[config.mk]
export PLATFORM = sky130hd
export DESIGN_NAME = fep_line_coding
export DESIGN_NICKNAME = d
export VERILOG_FILES = /design/src/pkg/fep_pkg.sv /design/src/rtl/fep_line_coding.sv /design/src/rtl/fep_scr_lfsr.sv
export VERILOG_INCLUDE_DIRS = /design/src /design/src/pkg
export SDC_FILE = /design/constraint.sdc
export NUM_CORES = 1
export LEC_CHECK = 0
export BUFFER_PORTS_ARGS = -buffer_cell sky130_fd_sc_hd__clkbuf_2
export CAP_MARGIN = 5
export CORE_MARGIN = 5
export CORE_UTILIZATION = 44
export DETAILED_ROUTE_END_ITERATION = 8
export PLACE_DENSITY = 0.65
export SYNTH_ARGS = -nofsm -noshare
export SYNTH_HDL_FRONTEND = slang
export SYNTH_SLANG_ARGS = --single-unit
[constraint.sdc]
create_clock -name i_sys_clk -period 1.93 [get_ports i_sys_clk]
set_clock_uncertainty 0.1 [all_clocks]
set_input_delay 0.386 -clock i_sys_clk [delete_from_list [all_inputs] [get_ports i_sys_clk]]
set_output_delay 0.386 -clock i_sys_clk [all_outputs]
set_load 0.01 [all_outputs]
[src/pkg/fep_defs.svh]
`ifndef FEP_DEFS_SVH
`define FEP_DEFS_SVH

// Control code groups
`define FEP_CG_IDLE 5'h1F
`define FEP_CG_J 5'h18
`define FEP_CG_K 5'h11
`define FEP_CG_T 5'h0D
`define FEP_CG_R 5'h07
`define FEP_CG_H 5'h04

// Nibble presented for either start delimiter
`define FEP_NIB_JK 4'h5
// Bit index of the last bit of a code group
`define FEP_GRP_LAST 3'h4

// Key generator x^11 + x^9 + 1
`define FEP_LFSR_W 11
`define FEP_LFSR_TAP_A 10
`define FEP_LFSR_TAP_B 8
`define FEP_LFSR_RST 11'h7FF
// Low seed bits below the management address, kept nonzero
`define FEP_SEED_FILL 6'h2B
// Matching key bits in a row needed for descrambler lock
`define FEP_LOCK_RUN 6'h3C

// Strap default and capture point after reset release
`define FEP_STRAP_DEF 1'b1
`define FEP_STRAP_CAP 2'h2
`define FEP_STRAP_DONE 2'h3

// Three-level line codes
`define FEP_LVL_ZERO 2'h0
`define FEP_LVL_POS 2'h1
`define FEP_LVL_NEG 2'h3

`endif

[src/pkg/fep_pkg.sv]
`include "fep_defs.svh"

package fep_pkg;

  typedef enum logic [2:0] {
    TX_IDLE = 3'b000,
    TX_J = 3'b001,
    TX_K = 3'b010,
    TX_DATA = 3'b011,
    TX_T = 3'b100,
    TX_R = 3'b101
  } fep_tx_st_e;

  typedef struct packed {
    logic dv;
    logic er;
    logic [3:0] nib;
  } fep_rx_s;

  typedef struct packed {
    logic data;
    logic ctrl;
    logic [3:0] nib;
  } fep_dec_s;

  function automatic logic [4:0] fep_enc(input logic [3:0] nib);
    logic [4:0] g;
    case (nib)
      4'h0: g = 5'h1E;
      4'h1: g = 5'h09;
      4'h2: g = 5'h14;
      4'h3: g = 5'h15;
      4'h4: g = 5'h0A;
      4'h5: g = 5'h0B;
      4'h6: g = 5'h0E;
      4'h7: g = 5'h0F;
      4'h8: g = 5'h12;
      4'h9: g = 5'h13;
      4'hA: g = 5'h16;
      4'hB: g = 5'h17;
      4'hC: g = 5'h1A;
      4'hD: g = 5'h1B;
      4'hE: g = 5'h1C;
      default: g = 5'h1D;
    endcase
    return g;
  endfunction

  function automatic fep_dec_s fep_dec(input logic [4:0] grp);
    fep_dec_s d;
    d = '0;
    for (int i = 0; i < 16; i++) begin
      if (fep_enc(4'(i)) == grp) begin
        d.data = 1'b1;
        d.nib = 4'(i);
      end
    end
    d.ctrl = (grp == `FEP_CG_IDLE) || (grp == `FEP_CG_J) || (grp == `FEP_CG_K) ||
             (grp == `FEP_CG_T) || (grp == `FEP_CG_R) || (grp == `FEP_CG_H);
    return d;
  endfunction

endpackage

[src/rtl/fep_line_coding.sv]
// Contract
// - Each data nibble maps to its fixed 5-bit code group on transmit and back on receive.
// - IDLE 11111 fills the line between streams and carries no data nibble on receive.
// - A stream starts with J 11000 directly followed by K 10001, both standing for nibble 0101.
// - A stream ends with T 01101 directly followed by R 00111, neither carrying a nibble.
// - H 00100 is the transmit error symbol and carries no nibble.
// - The ten unassigned code groups are recognised as invalid and flag the reception faulty.
// - Transmit bits are scrambled and receive bits are recovered by a modulo-2 key stream.
// - The scrambler seed comes from the channel management address.
// - The descrambler syncs its key on received IDLE and then holds that key locked.
// - The line encoder gives three levels, a 1 changes level, a 0 holds, and peaks alternate.
// - The receive path turns the three-level stream back into NRZ before descrambling.
// - The strap picks frame start detection: 0 needs J then K, 1 (default) needs only J.
`timescale 1ns/10ps
`default_nettype none
`include "fep_defs.svh"

module fep_line_coding import fep_pkg::*; (
  input wire logic i_sys_clk,
  input wire logic i_arst_n,
  input wire logic i_tx_en,
  input wire logic i_tx_er,
  input wire logic [3:0] i_txd,
  input wire logic [4:0] i_phy_addr,
  input wire logic i_frame_start_detect_strap,
  input wire logic [1:0] i_rx_level,
  output logic o_tx_take,
  output logic [1:0] o_tx_level,
  output logic o_rx_dv,
  output logic o_rx_er,
  output logic [3:0] o_rxd,
  output logic o_rx_sof,
  output logic o_desc_locked
);

  // Strap and address capture after reset release
  logic strap_s1, strap_s2, frame_start_detect_strap;
  logic [4:0] addr_s1, addr_s2;
  logic [1:0] strap_cnt;
  logic next_strap_s1, next_strap_s2, next_strap;
  logic [4:0] next_addr_s1, next_addr_s2;
  logic [1:0] next_strap_cnt;
  logic seed_load;

  always_comb begin
    next_strap_s1 = i_frame_start_detect_strap;
    next_strap_s2 = strap_s1;
    next_addr_s1 = i_phy_addr;
    next_addr_s2 = addr_s1;
    seed_load = (strap_cnt == `FEP_STRAP_CAP);
    next_strap_cnt = (strap_cnt == `FEP_STRAP_DONE) ? strap_cnt : strap_cnt + 2'h1;
    next_strap = seed_load ? strap_s2 : frame_start_detect_strap;
  end

  always_ff @(posedge i_sys_clk or negedge i_arst_n) begin
    if (!i_arst_n) begin
      strap_s1 <= `FEP_STRAP_DEF;
      strap_s2 <= `FEP_STRAP_DEF;
      frame_start_detect_strap <= `FEP_STRAP_DEF;
      addr_s1 <= 5'h00;
      addr_s2 <= 5'h00;
      strap_cnt <= 2'h0;
    end else begin
      strap_s1 <= next_strap_s1;
      strap_s2 <= next_strap_s2;
      frame_start_detect_strap <= next_strap;
      addr_s1 <= next_addr_s1;
      addr_s2 <= next_addr_s2;
      strap_cnt <= next_strap_cnt;
    end
  end

  // Transmit framing and 4B/5B encoding
  fep_tx_st_e tx_st, next_tx_st;
  logic [2:0] tx_cnt, next_tx_cnt;
  logic [4:0] tx_grp, next_tx_grp;
  logic next_tx_take;
  logic tx_key, tx_plain, tx_line_bit;

  always_comb begin
    next_tx_cnt = o_tx_take ? 3'h0 : tx_cnt + 3'h1;
    next_tx_take = (tx_cnt == `FEP_GRP_LAST - 3'h1);
    next_tx_st = tx_st;
    next_tx_grp = tx_grp;
    if (o_tx_take) begin
      case (tx_st)
        TX_IDLE, TX_R: begin
          if (i_tx_en) begin
            next_tx_st = TX_J;
            next_tx_grp = `FEP_CG_J;
          end else begin
            next_tx_st = TX_IDLE;
            next_tx_grp = `FEP_CG_IDLE;
          end
        end
        TX_J: begin
          next_tx_st = TX_K;
          next_tx_grp = `FEP_CG_K;
        end
        TX_K, TX_DATA: begin
          if (i_tx_en) begin
            next_tx_st = TX_DATA;
            next_tx_grp = i_tx_er ? `FEP_CG_H : fep_enc(i_txd);
          end else begin
            next_tx_st = TX_T;
            next_tx_grp = `FEP_CG_T;
          end
        end
        TX_T: begin
          next_tx_st = TX_R;
          next_tx_grp = `FEP_CG_R;
        end
        default: begin
          next_tx_st = TX_IDLE;
          next_tx_grp = `FEP_CG_IDLE;
        end
      endcase
    end
  end

  always_ff @(posedge i_sys_clk or negedge i_arst_n) begin
    if (!i_arst_n) begin
      tx_st <= TX_IDLE;
      tx_cnt <= 3'h0;
      tx_grp <= `FEP_CG_IDLE;
      o_tx_take <= 1'b0;
    end else begin
      tx_st <= next_tx_st;
      tx_cnt <= next_tx_cnt;
      tx_grp <= next_tx_grp;
      o_tx_take <= next_tx_take;
    end
  end

  // Code group goes out most significant bit first
  assign tx_plain = tx_grp[3'(`FEP_GRP_LAST - tx_cnt)];
  assign tx_line_bit = tx_plain ^ tx_key;

  logic [`FEP_LFSR_W-1:0] scr_seed;
  assign scr_seed = {addr_s2, `FEP_SEED_FILL};

  fep_scr_lfsr u_tx_lfsr (
    .i_sys_clk(i_sys_clk),
    .i_arst_n(i_arst_n),
    .i_load(seed_load),
    .i_seed(scr_seed),
    .i_sync(1'b0),
    .i_sync_bit(tx_plain),
    .o_key(tx_key)
  );

  // Three-level line encoder
  logic tx_last_pos, next_tx_last_pos;
  logic [1:0] next_tx_level;

  always_comb begin
    next_tx_level = o_tx_level;
    next_tx_last_pos = tx_last_pos;
    if (tx_line_bit) begin
      if (o_tx_level == `FEP_LVL_ZERO) begin
        next_tx_level = tx_last_pos ? `FEP_LVL_NEG : `FEP_LVL_POS;
        next_tx_last_pos = !tx_last_pos;
      end else begin
        next_tx_level = `FEP_LVL_ZERO;
      end
    end
  end

  always_ff @(posedge i_sys_clk or negedge i_arst_n) begin
    if (!i_arst_n) begin
      o_tx_level <= `FEP_LVL_ZERO;
      tx_last_pos <= 1'b0;
    end else begin
      o_tx_level <= next_tx_level;
      tx_last_pos <= next_tx_last_pos;
    end
  end

  // Receive: line decode, descramble, align, 5B/4B decode
  logic [1:0] rx_prev_level;
  logic rx_nrz, rx_key, rx_plain, rx_match;
  logic [5:0] lock_cnt, next_lock_cnt;
  logic next_locked;
  logic [9:0] rx_sh, next_rx_sh;
  logic [2:0] rx_cnt, next_rx_cnt;
  logic in_frame, next_in_frame;
  logic next_sof;
  fep_rx_s rx_out, next_rx_out;
  fep_dec_s rx_dec;
  logic rx_hit;

  assign rx_nrz = (i_rx_level != rx_prev_level);
  assign rx_plain = rx_nrz ^ rx_key;
  // IDLE plain text is all ones, so the expected key is the inverted cipher bit
  assign rx_match = (rx_key == !rx_nrz);

  fep_scr_lfsr u_rx_lfsr (
    .i_sys_clk(i_sys_clk),
    .i_arst_n(i_arst_n),
    .i_load(1'b0),
    .i_seed(scr_seed),
    .i_sync(!o_desc_locked),
    .i_sync_bit(!rx_nrz),
    .o_key(rx_key)
  );

  always_comb begin
    next_lock_cnt = lock_cnt;
    next_locked = o_desc_locked;
    if (!o_desc_locked) begin
      next_lock_cnt = rx_match ? lock_cnt + 6'h01 : 6'h00;
      next_locked = rx_match && (lock_cnt == `FEP_LOCK_RUN - 6'h01);
    end
    next_rx_sh = {rx_sh[8:0], rx_plain};
    rx_dec = fep_dec(next_rx_sh[4:0]);
    rx_hit = frame_start_detect_strap ?
             (next_rx_sh[5:0] == {1'b1, `FEP_CG_J}) :
             (next_rx_sh == {`FEP_CG_J, `FEP_CG_K});
    next_rx_cnt = rx_cnt + 3'h1;
    next_in_frame = in_frame;
    next_sof = 1'b0;
    next_rx_out = rx_out;
    if (!in_frame) begin
      next_rx_out = '0;
      if (o_desc_locked && rx_hit) begin
        next_in_frame = 1'b1;
        next_rx_cnt = 3'h0;
        next_sof = 1'b1;
        next_rx_out = '{dv: 1'b1, er: 1'b0, nib: `FEP_NIB_JK};
      end
    end else if (rx_cnt == `FEP_GRP_LAST) begin
      next_rx_cnt = 3'h0;
      if (rx_dec.data) begin
        next_rx_out = '{dv: 1'b1, er: 1'b0, nib: rx_dec.nib};
      end else if (next_rx_sh[4:0] == `FEP_CG_J || next_rx_sh[4:0] == `FEP_CG_K) begin
        next_rx_out = '{dv: 1'b1, er: 1'b0, nib: `FEP_NIB_JK};
      end else if (next_rx_sh[4:0] == `FEP_CG_T || next_rx_sh[4:0] == `FEP_CG_IDLE) begin
        next_in_frame = 1'b0;
        next_rx_out = '0;
      end else begin
        // H, a stray R or an unassigned group marks the frame faulty
        next_rx_out = '{dv: 1'b1, er: 1'b1, nib: 4'h0};
      end
    end
  end

  always_ff @(posedge i_sys_clk or negedge i_arst_n) begin
    if (!i_arst_n) begin
      rx_prev_level <= `FEP_LVL_ZERO;
      lock_cnt <= 6'h00;
      o_desc_locked <= 1'b0;
      rx_sh <= 10'h000;
      rx_cnt <= 3'h0;
      in_frame <= 1'b0;
      o_rx_sof <= 1'b0;
      rx_out <= '0;
    end else begin
      rx_prev_level <= i_rx_level;
      lock_cnt <= next_lock_cnt;
      o_desc_locked <= next_locked;
      rx_sh <= next_rx_sh;
      rx_cnt <= next_rx_cnt;
      in_frame <= next_in_frame;
      o_rx_sof <= next_sof;
      rx_out <= next_rx_out;
    end
  end

  assign o_rx_dv = rx_out.dv;
  assign o_rx_er = rx_out.er;
  assign o_rxd = rx_out.nib;
endmodule // fep_line_coding

`default_nettype wire

[src/rtl/fep_scr_lfsr.sv]
`timescale 1ns/10ps
`default_nettype none
`include "fep_defs.svh"

module fep_scr_lfsr import fep_pkg::*; #(
  parameter int W = `FEP_LFSR_W
) (
  input wire logic i_sys_clk,
  input wire logic i_arst_n,
  input wire logic i_load,
  input wire logic [W-1:0] i_seed,
  input wire logic i_sync,
  input wire logic i_sync_bit,
  output logic o_key
);

  logic [W-1:0] state;
  logic [W-1:0] next_state;

  // Key bit of the current cycle from the two feedback taps
  assign o_key = state[`FEP_LFSR_TAP_A] ^ state[`FEP_LFSR_TAP_B];

  always_comb begin
    if (i_load) begin
      next_state = i_seed;
    end else if (i_sync) begin
      next_state = {state[W-2:0], i_sync_bit};
    end else begin
      next_state = {state[W-2:0], o_key};
    end
  end

  always_ff @(posedge i_sys_clk or negedge i_arst_n) begin
    if (!i_arst_n) begin
      state <= `FEP_LFSR_RST;
    end else begin
      state <= next_state;
    end
  end

endmodule // fep_scr_lfsr

`default_nettype wire

==> impl_metrics.py, run 1 <==
metrics = {
    "run_status": {
        "outcome": "completed",
    },
    "placed_design": {
        "dp_hpwl_um": 3870,
        "numPortBuffers": 26,
        "gp_congestion": 0.819,
        "post-place-ws_ns": -0.0225,
        "placed_area_um2": 3680,
    },
    "sta": {
        "tightestPinTransition_ns": 0.474,
        "max_freq_mhz": 522,
        "setup_slack_ns": 0.0152,
        "finalHoldViolations": 0,
        "finalSetupViolCount": 0,
        "timing.slew.headroom_pct": 68.4,
        "grt_setup_unrepaired": "true",
        "period_share_pct": 99.2,
        "min_period_ns": 1.91,
        "slew_viol_final": 0,
    },
    "min_path": {
        "hp-class": "input port to register",
    },
    "yosys": {
        "synthTopCellsByArea": "dfrtp_1 38%, dfstp_2 23%, a21oi_1 3.0%",
        "synthArstFlopShare_pct": 100,
        "synthXorXnorAreaFrac_pct": 3.87,
        "synthFlopType": "dfrtp_1",
        "syn_nets": 311,
        "synthMuxAreaShare_pct": 3.31,
        "yosysWarnings": 0,
        "synthesis.area_um2": 3360,
        "synth-edff-count": 0,
        "yosysTopAreaCell": "dfrtp_1",
        "yosys.area_share.simple_pct": 12.7,
        "yosysTopAreaCellShare_pct": 37.9,
        "synth_top_family_by_area": "compound AO/OA/AOI/OAI gates",
        "synth_area_per_cell_um2": 11.7,
        "ys_seq_elements": 81,
        "yosysMostFrequentCell": "dfrtp_1",
        "yosysSeqAreaShare_pct": 61.4,
        "synth_cell_types": 48,
        "synth_adder_area_share_pct": 2.98,
        "synth-compound-area-share_pct": 12.8,
        "synthCells": 287,
        "yosys-top-cells-count": "51 x dfrtp_1, 30 x dfstp_2, 26 x nor2_1",
    },
    "floorplan": {
        "rows": 31,
        "io_pins": 27,
        "dieArea_um2": 9490,
        "core_um2": 7330,
        "fp.dieH_um": 97.4,
        "die_width_um": 97.4,
        "start_util_pct": 45.9,
    },
    "setup_path": {
        "critPathCaptureType": "register",
        "worstSetupStartpointType": "register",
        "arrival_ns": 2.05,
        "cp_data_required_time_ns": 2.07,
        "crit_type": "register to register",
        "critPathMaxFanout": 4,
    },
    "power_and_ir_drop": {
        "irDropWorstVdd_mv": 0.497,
        "p_per_area_nw_per_um2": 1490,
        "leakagePower_nw": 1.79,
    },
    "final_layout": {
        "final_cell_area_um2": 3990,
        "drive_above_1_share_pct": 32.0,
        "final_nets": 350,
        "fin_util_pct": 54.4,
        "insertedDiodeCount": 0,
        "syn_to_final_growth_pct": 18.6,
    },
    "clock_network": {
        "clockBufferDepth": 2,
        "tritoncts": "built",
        "cts_setup_buffers": 0,
        "clockRootBuffer": "clkbuf_8",
        "clkLatencyLatePin_ns": 0.35,
        "cts-buffers-inserted": 9,
        "clk_pin_slew_worst_paths_ns": 0.07,
        "htree_num_levels": 3,
        "cts.sinks": 81,
    },
    "route": {
        "ant_nets": 0,
        "vias": 2130,
        "initialDrtViolationCount": 77,
        "vias_per_cell": 4.95,
        "wl_um": 5630,
        "avgRoutedWirePerCell_um": 13.1,
        "dr.pass1.iters": 4,
        "drc": 0,
    },
    "global_routing": {
        "antenna_found_initial": 0,
        "track_usage_pct": 13.1,
        "grt_pass1_wl_um": 9940,
        "grt_max_degree": 39,
        "gr-total-overflow": 0,
        "grt_pass1_vias": 2131,
    },
    "flow_run": {
        "drv_cap": 0,
    },
}
==> worst paths after layout <==
kind	from	to	depth (start not counted)	slack (ns)
setup / recovery	tx_cnt[0]	tx_last_pos	6	0.02
hold / removal	i_phy_addr[2]	addr_s1[2]	1	0.04
setup reg to reg	tx_cnt[0]	tx_last_pos	6	0.02
hold reg to reg	addr_s1[2]	addr_s2[2]	0	0.25
max in group asynchronous	i_arst_n	rx_sh[4]	3	0.67
min in group asynchronous	i_arst_n	tx_st[1]	2	0.43
==> through the flow <==
| stage | hold WS, ns | total power (W) | std cells | TNS (ns) |
|---|---|---|---|---|
| floorplan | -0.00959 | 0.00389 | 287 | 0 |
| global placement | 0.235 | 0.00435 | 412 | 0 |
| detailed placement | 0.236 | 0.00442 | 412 | -0.0449 |
| CTS | 0.0254 | 0.00599 | 430 | 0 |
| global route | 0.0227 | 0.00635 | 430 | -0.162 |
| finish | 0.0440 | 0.00593 | 430 | 0 |
==> worst max-delay path, cell delays in order, from the launching register on <==
cell and delay [ns]:
dfrtp_1 0.38, buf_6 0.12, mux4_2 0.49, mux2i_1 0.18, xor2_1 0.27, nand2_1 0.12
xnor2_1 0.14
==> flip-flops by register name, summed over array words and instances (netlist names), 2 cells and up <==
name and count:
strap_cnt 2, o_tx_level 2, addr_s2 5, tx_st 3
addr_s1 5, tx_cnt 3, u_rx_lfsr.state 11, lock_cnt 6
rx_cnt 3, u_tx_lfsr.state 11, tx_grp 5, rx_prev_level 2
o_rxd 4, rx_sh 9
==> repair_timing <==
item / in CTS / in global routing
hold buffers: 2 / 0
hold endpoints to repair: 20 / 0
resized for setup: 1 / 4
pin swaps: 1 / 4
cloned: 0 / 0
endpoints found under the setup margin: 1 / 8
==> logic make-up (layout without fill, tap and decap cells) <==
| family | count (synthesis) | count (layout) |
|---|---|---|
| multiplexers | 9 | 9 |
| XOR/XNOR | 14 | 14 |
| adder cells (fa/ha/maj) | 8 | 8 |
| AO/OA/AOI/OAI | 63 | 63 |
| flip-flops | 81 | 81 |
| buffers and inverters | 27 | 71 |
| AND/OR/NAND/NOR | 85 | 85 |
==> layout by cell type (no fill, tap or decap), types with 4 or more instances in the layout <==
cell	Yosys	routed
buf_4	0	11
inv_1	14	13
nor2b_1	5	5
xor2_1	4	4
xnor2_1	9	9
nor2_1	26	26
nand3_1	6	6
ha_1	8	7
clkbuf_2	0	25
a21oi_1	20	19
dfrtp_1	51	51
clkbuf_8	0	12
dfstp_2	30	30
mux2_2	7	7
a31oi_1	4	4
o21ai_0	11	11
nand2_1	21	21
nor3_1	8	8
o211a_1	4	4
==> layer usage <==
layer	wire [um]	share of wire (%)	vias up	GRT usage, %
met3	182	3.2	14	3.37
li1	-	-	1069	-
met2	2510	45	37	19.6
met5	0	0	-	0
met4	180	3.2	0	8.31
met1	2760	49	1010	17.0
==> power by group <==
part	internal [W]	total [W]	switching, W
Sequential	0.00240	0.00278	0.000384
Clock	0.000965	0.00154	0.000572
Combinational	0.000762	0.00161	0.000852
Total	0.00413	0.00593	0.00181
==> final cells by class <==
type	instances	area (um2)
flip-flops and latches	81	2060
inverters	15	56.3
clock inverters	4	97.6
well taps	99	124
repair buffers	40	259
multi-input cells	179	1220
fillers	634	3340
clock buffers	12	165
(Power assumes the default switching activity.)
==> run 2: changes to the inputs <==
--- a/constraint.sdc
+++ b/constraint.sdc
@@ -3,3 +3,3 @@
 set_input_delay 0.386 -clock i_sys_clk [delete_from_list [all_inputs] [get_ports i_sys_clk]]
 set_output_delay 0.386 -clock i_sys_clk [all_outputs]
-set_load 0.01 [all_outputs]
+set_load 0.1 [all_outputs]
==> impl_metrics.py, run 2 (synthesis gave the netlist of run 1 again) <==
metrics = {
    "final_layout": {
        "insertedDiodeCount": 0,
        "drive_above_1_share_pct": 33.1,
        "nFillCells": 642,
        "final_cell_area_um2": 3960,
        "largest_registers": "u_rx_lfsr.state (11), u_tx_lfsr.state (11), rx_sh (9)",
        "final_cell_mix": "51 x dfrtp_1, 30 x dfstp_2, 26 x nor2_1",
        "final_nets": 351,
        "final_common_cell": "dfrtp_1",
        "layout.cells.non_filler": 431,
        "syn_to_final_growth_pct": 17.7,
    },
    "route": {
        "ant_nets": 0,
        "wl_um": 5940,
        "vias_per_cell": 5.12,
        "avgRoutedWirePerCell_um": 13.8,
        "vias": 2208,
        "initialDrtViolationCount": 70,
        "drc": 0,
        "dr.pass1.iters": 4,
    },
    "placed_design": {
        "dp_hpwl_um": 4040,
        "numPortBuffers": 26,
        "post-place-ws_ns": -0.0435,
        "placed_area_um2": 3690,
        "gp_congestion": 0.787,
        "dp_cells": 412,
    },
    "clock_network": {
        "clkLatencyLatePin_ns": 0.34,
        "cts-buffers-inserted": 9,
        "clockBufferDepth": 2,
        "clk_pin_slew_worst_paths_ns": 0.08,
        "tritoncts": "built",
        "htree_num_levels": 3,
        "clockRootBuffer": "clkbuf_8",
        "cts.sinks": 81,
    },
    "floorplan": {
        "die_width_um": 97.4,
        "rows": 31,
        "io_pins": 27,
        "fp.dieH_um": 97.4,
        "dieArea_um2": 9490,
        "start_util_pct": 45.9,
        "core_um2": 7330,
    },
    "run_status": {
        "outcome": "completed",
    },
    "global_routing": {
        "grt_pass1_vias": 2193,
        "track_usage_pct": 13.5,
        "gr-total-overflow": 0,
        "grt_max_degree": 28,
        "grt_pass1_wl_um": 10400,
        "antenna_found_initial": 0,
    },
    "power_and_ir_drop": {
        "leakagePower_nw": 1.77,
        "p_total_w": 0.00602,
        "irDropWorstVdd_mv": 0.474,
        "p_per_area_nw_per_um2": 1520,
    },
    "sta": {
        "setup_slack_ns": 0.0425,
        "timing.slew.headroom_pct": 63.7,
        "slew_viol_final": 0,
        "period_share_pct": 97.8,
        "min_period_ns": 1.89,
        "grt_setup_unrepaired": "true",
        "finalHoldViolations": 0,
        "tightestPinTransition_ns": 0.547,
        "max_freq_mhz": 530,
        "finalSetupViolCount": 0,
    },
    "setup_path": {
        "critPathMaxStageDelay_ns": 0.38,
        "worstSetupStartpointType": "register",
        "crit_slowest_cell": "dfrtp_1",
        "cp_data_required_time_ns": 2.10,
        "crit_chain": "inv_2 > ha_4 > mux4_2 > mux2i_1 > xor2_1 > buf_4 > nand3_2 > o21ai_2",
        "critPathCaptureType": "register",
        "crit_type": "register to register",
        "arrival_ns": 2.06,
        "critPathMaxFanout": 3,
    },
    "min_path": {
        "hp-class": "input port to register",
    },
    "flow_run": {
        "drv_cap": 0,
    },
}
-- run 2: cell types whose count changed in the layout (fill, tap and decap cells not counted), sizes merged --
| cell | before | now |
|---|---|---|
| buf | 13 | 17 |
| clkbuf | 37 | 34 |
| clkinv | 0 | 3 |
| bufinv | 3 | 1 |
| dlygate4sd3 | 2 | 1 |
-- run 2: stage by stage --
step	TNS [ns]	util, %	hold slack [ns]
after global placement	0	50.4	0.212
after detailed placement	-0.0951	50.4	0.213
after CTS	0	53.3	0.00697
after global routing	-0.126	54.0	0.00779
final	0	54.0	0.0226
after floorplan	0	-	-0.00959
-- run 2: power by group --
group / leakage, nW / switching (W) / internal (W)
clock: 0.0933 / 0.000584 / 0.000597
sequential: 0.934 / 0.000399 / 0.00240
combinational: 0.746 / 0.00126 / 0.000782
total: 1.77 / 0.00224 / 0.00378
-- run 2: critical path, delay by kind of cell, from the launching register on --
| family | cells | cell delay [ns] |
|---|---|---|
| xor+xnor | 1 | 0.25 |
| simple gates | 1 | 0.07 |
| mux | 2 | 0.46 |
| fa+ha+maj | 1 | 0.27 |
| buf+inv | 2 | 0.22 |
| compound gates | 1 | 0.06 |
| flops | 1 | 0.38 |
-- run 2: cell type report --
cell class | instances | area, um2 | area share (%)
Clock buffer | 11 | 131 | 3.32
Clock inverter | 5 | 56.3 | 1.42
Inverter | 15 | 56.3 | 1.42
Multi-Input combinational cell | 179 | 1250 | 31.5
Sequential cell | 81 | 2060 | 52.1
Tap cell | 99 | 124 | 3.13
Timing Repair Buffer | 41 | 282 | 7.11
-- run 2: final timing paths --
check	from	endpoint	slack, ns	cells after the start
worst min-delay path	i_frame_start_detect_strap	next_strap_s2	0.02	1
min in group asynchronous	i_arst_n	tx_st[1]	0.39	2
worst max-delay path	tx_cnt[0]	o_tx_level[1]	0.04	8
worst max register to register	tx_cnt[0]	o_tx_level[1]	0.04	8
worst min register to register	addr_s1[2]	addr_s2[2]	0.25	0
max in group asynchronous	i_arst_n	strap_cnt[0]	0.78	3
-- run 2: per-layer routing --
metal	GRT usage [%]	vias to the layer above	wire length, um	share of wire (%)
li1	-	1068	-	-
met1	18.4	1092	2840	48
met2	20.6	36	2770	47
met3	3.59	12	195	3.3
met4	5.75	0	133	2.2
met5	0	-	0	0
-- run 2: timing repair --
| action | CTS | global route |
|---|---|---|
| hold endpoints to repair | 7 | 0 |
| resized for setup | 1 | 10 |
| pin swaps | 2 | 5 |
| setup endpoints to repair | 4 | 9 |
| hold buffers | 1 | 0 |
| buffers inserted | 1 | 1 |
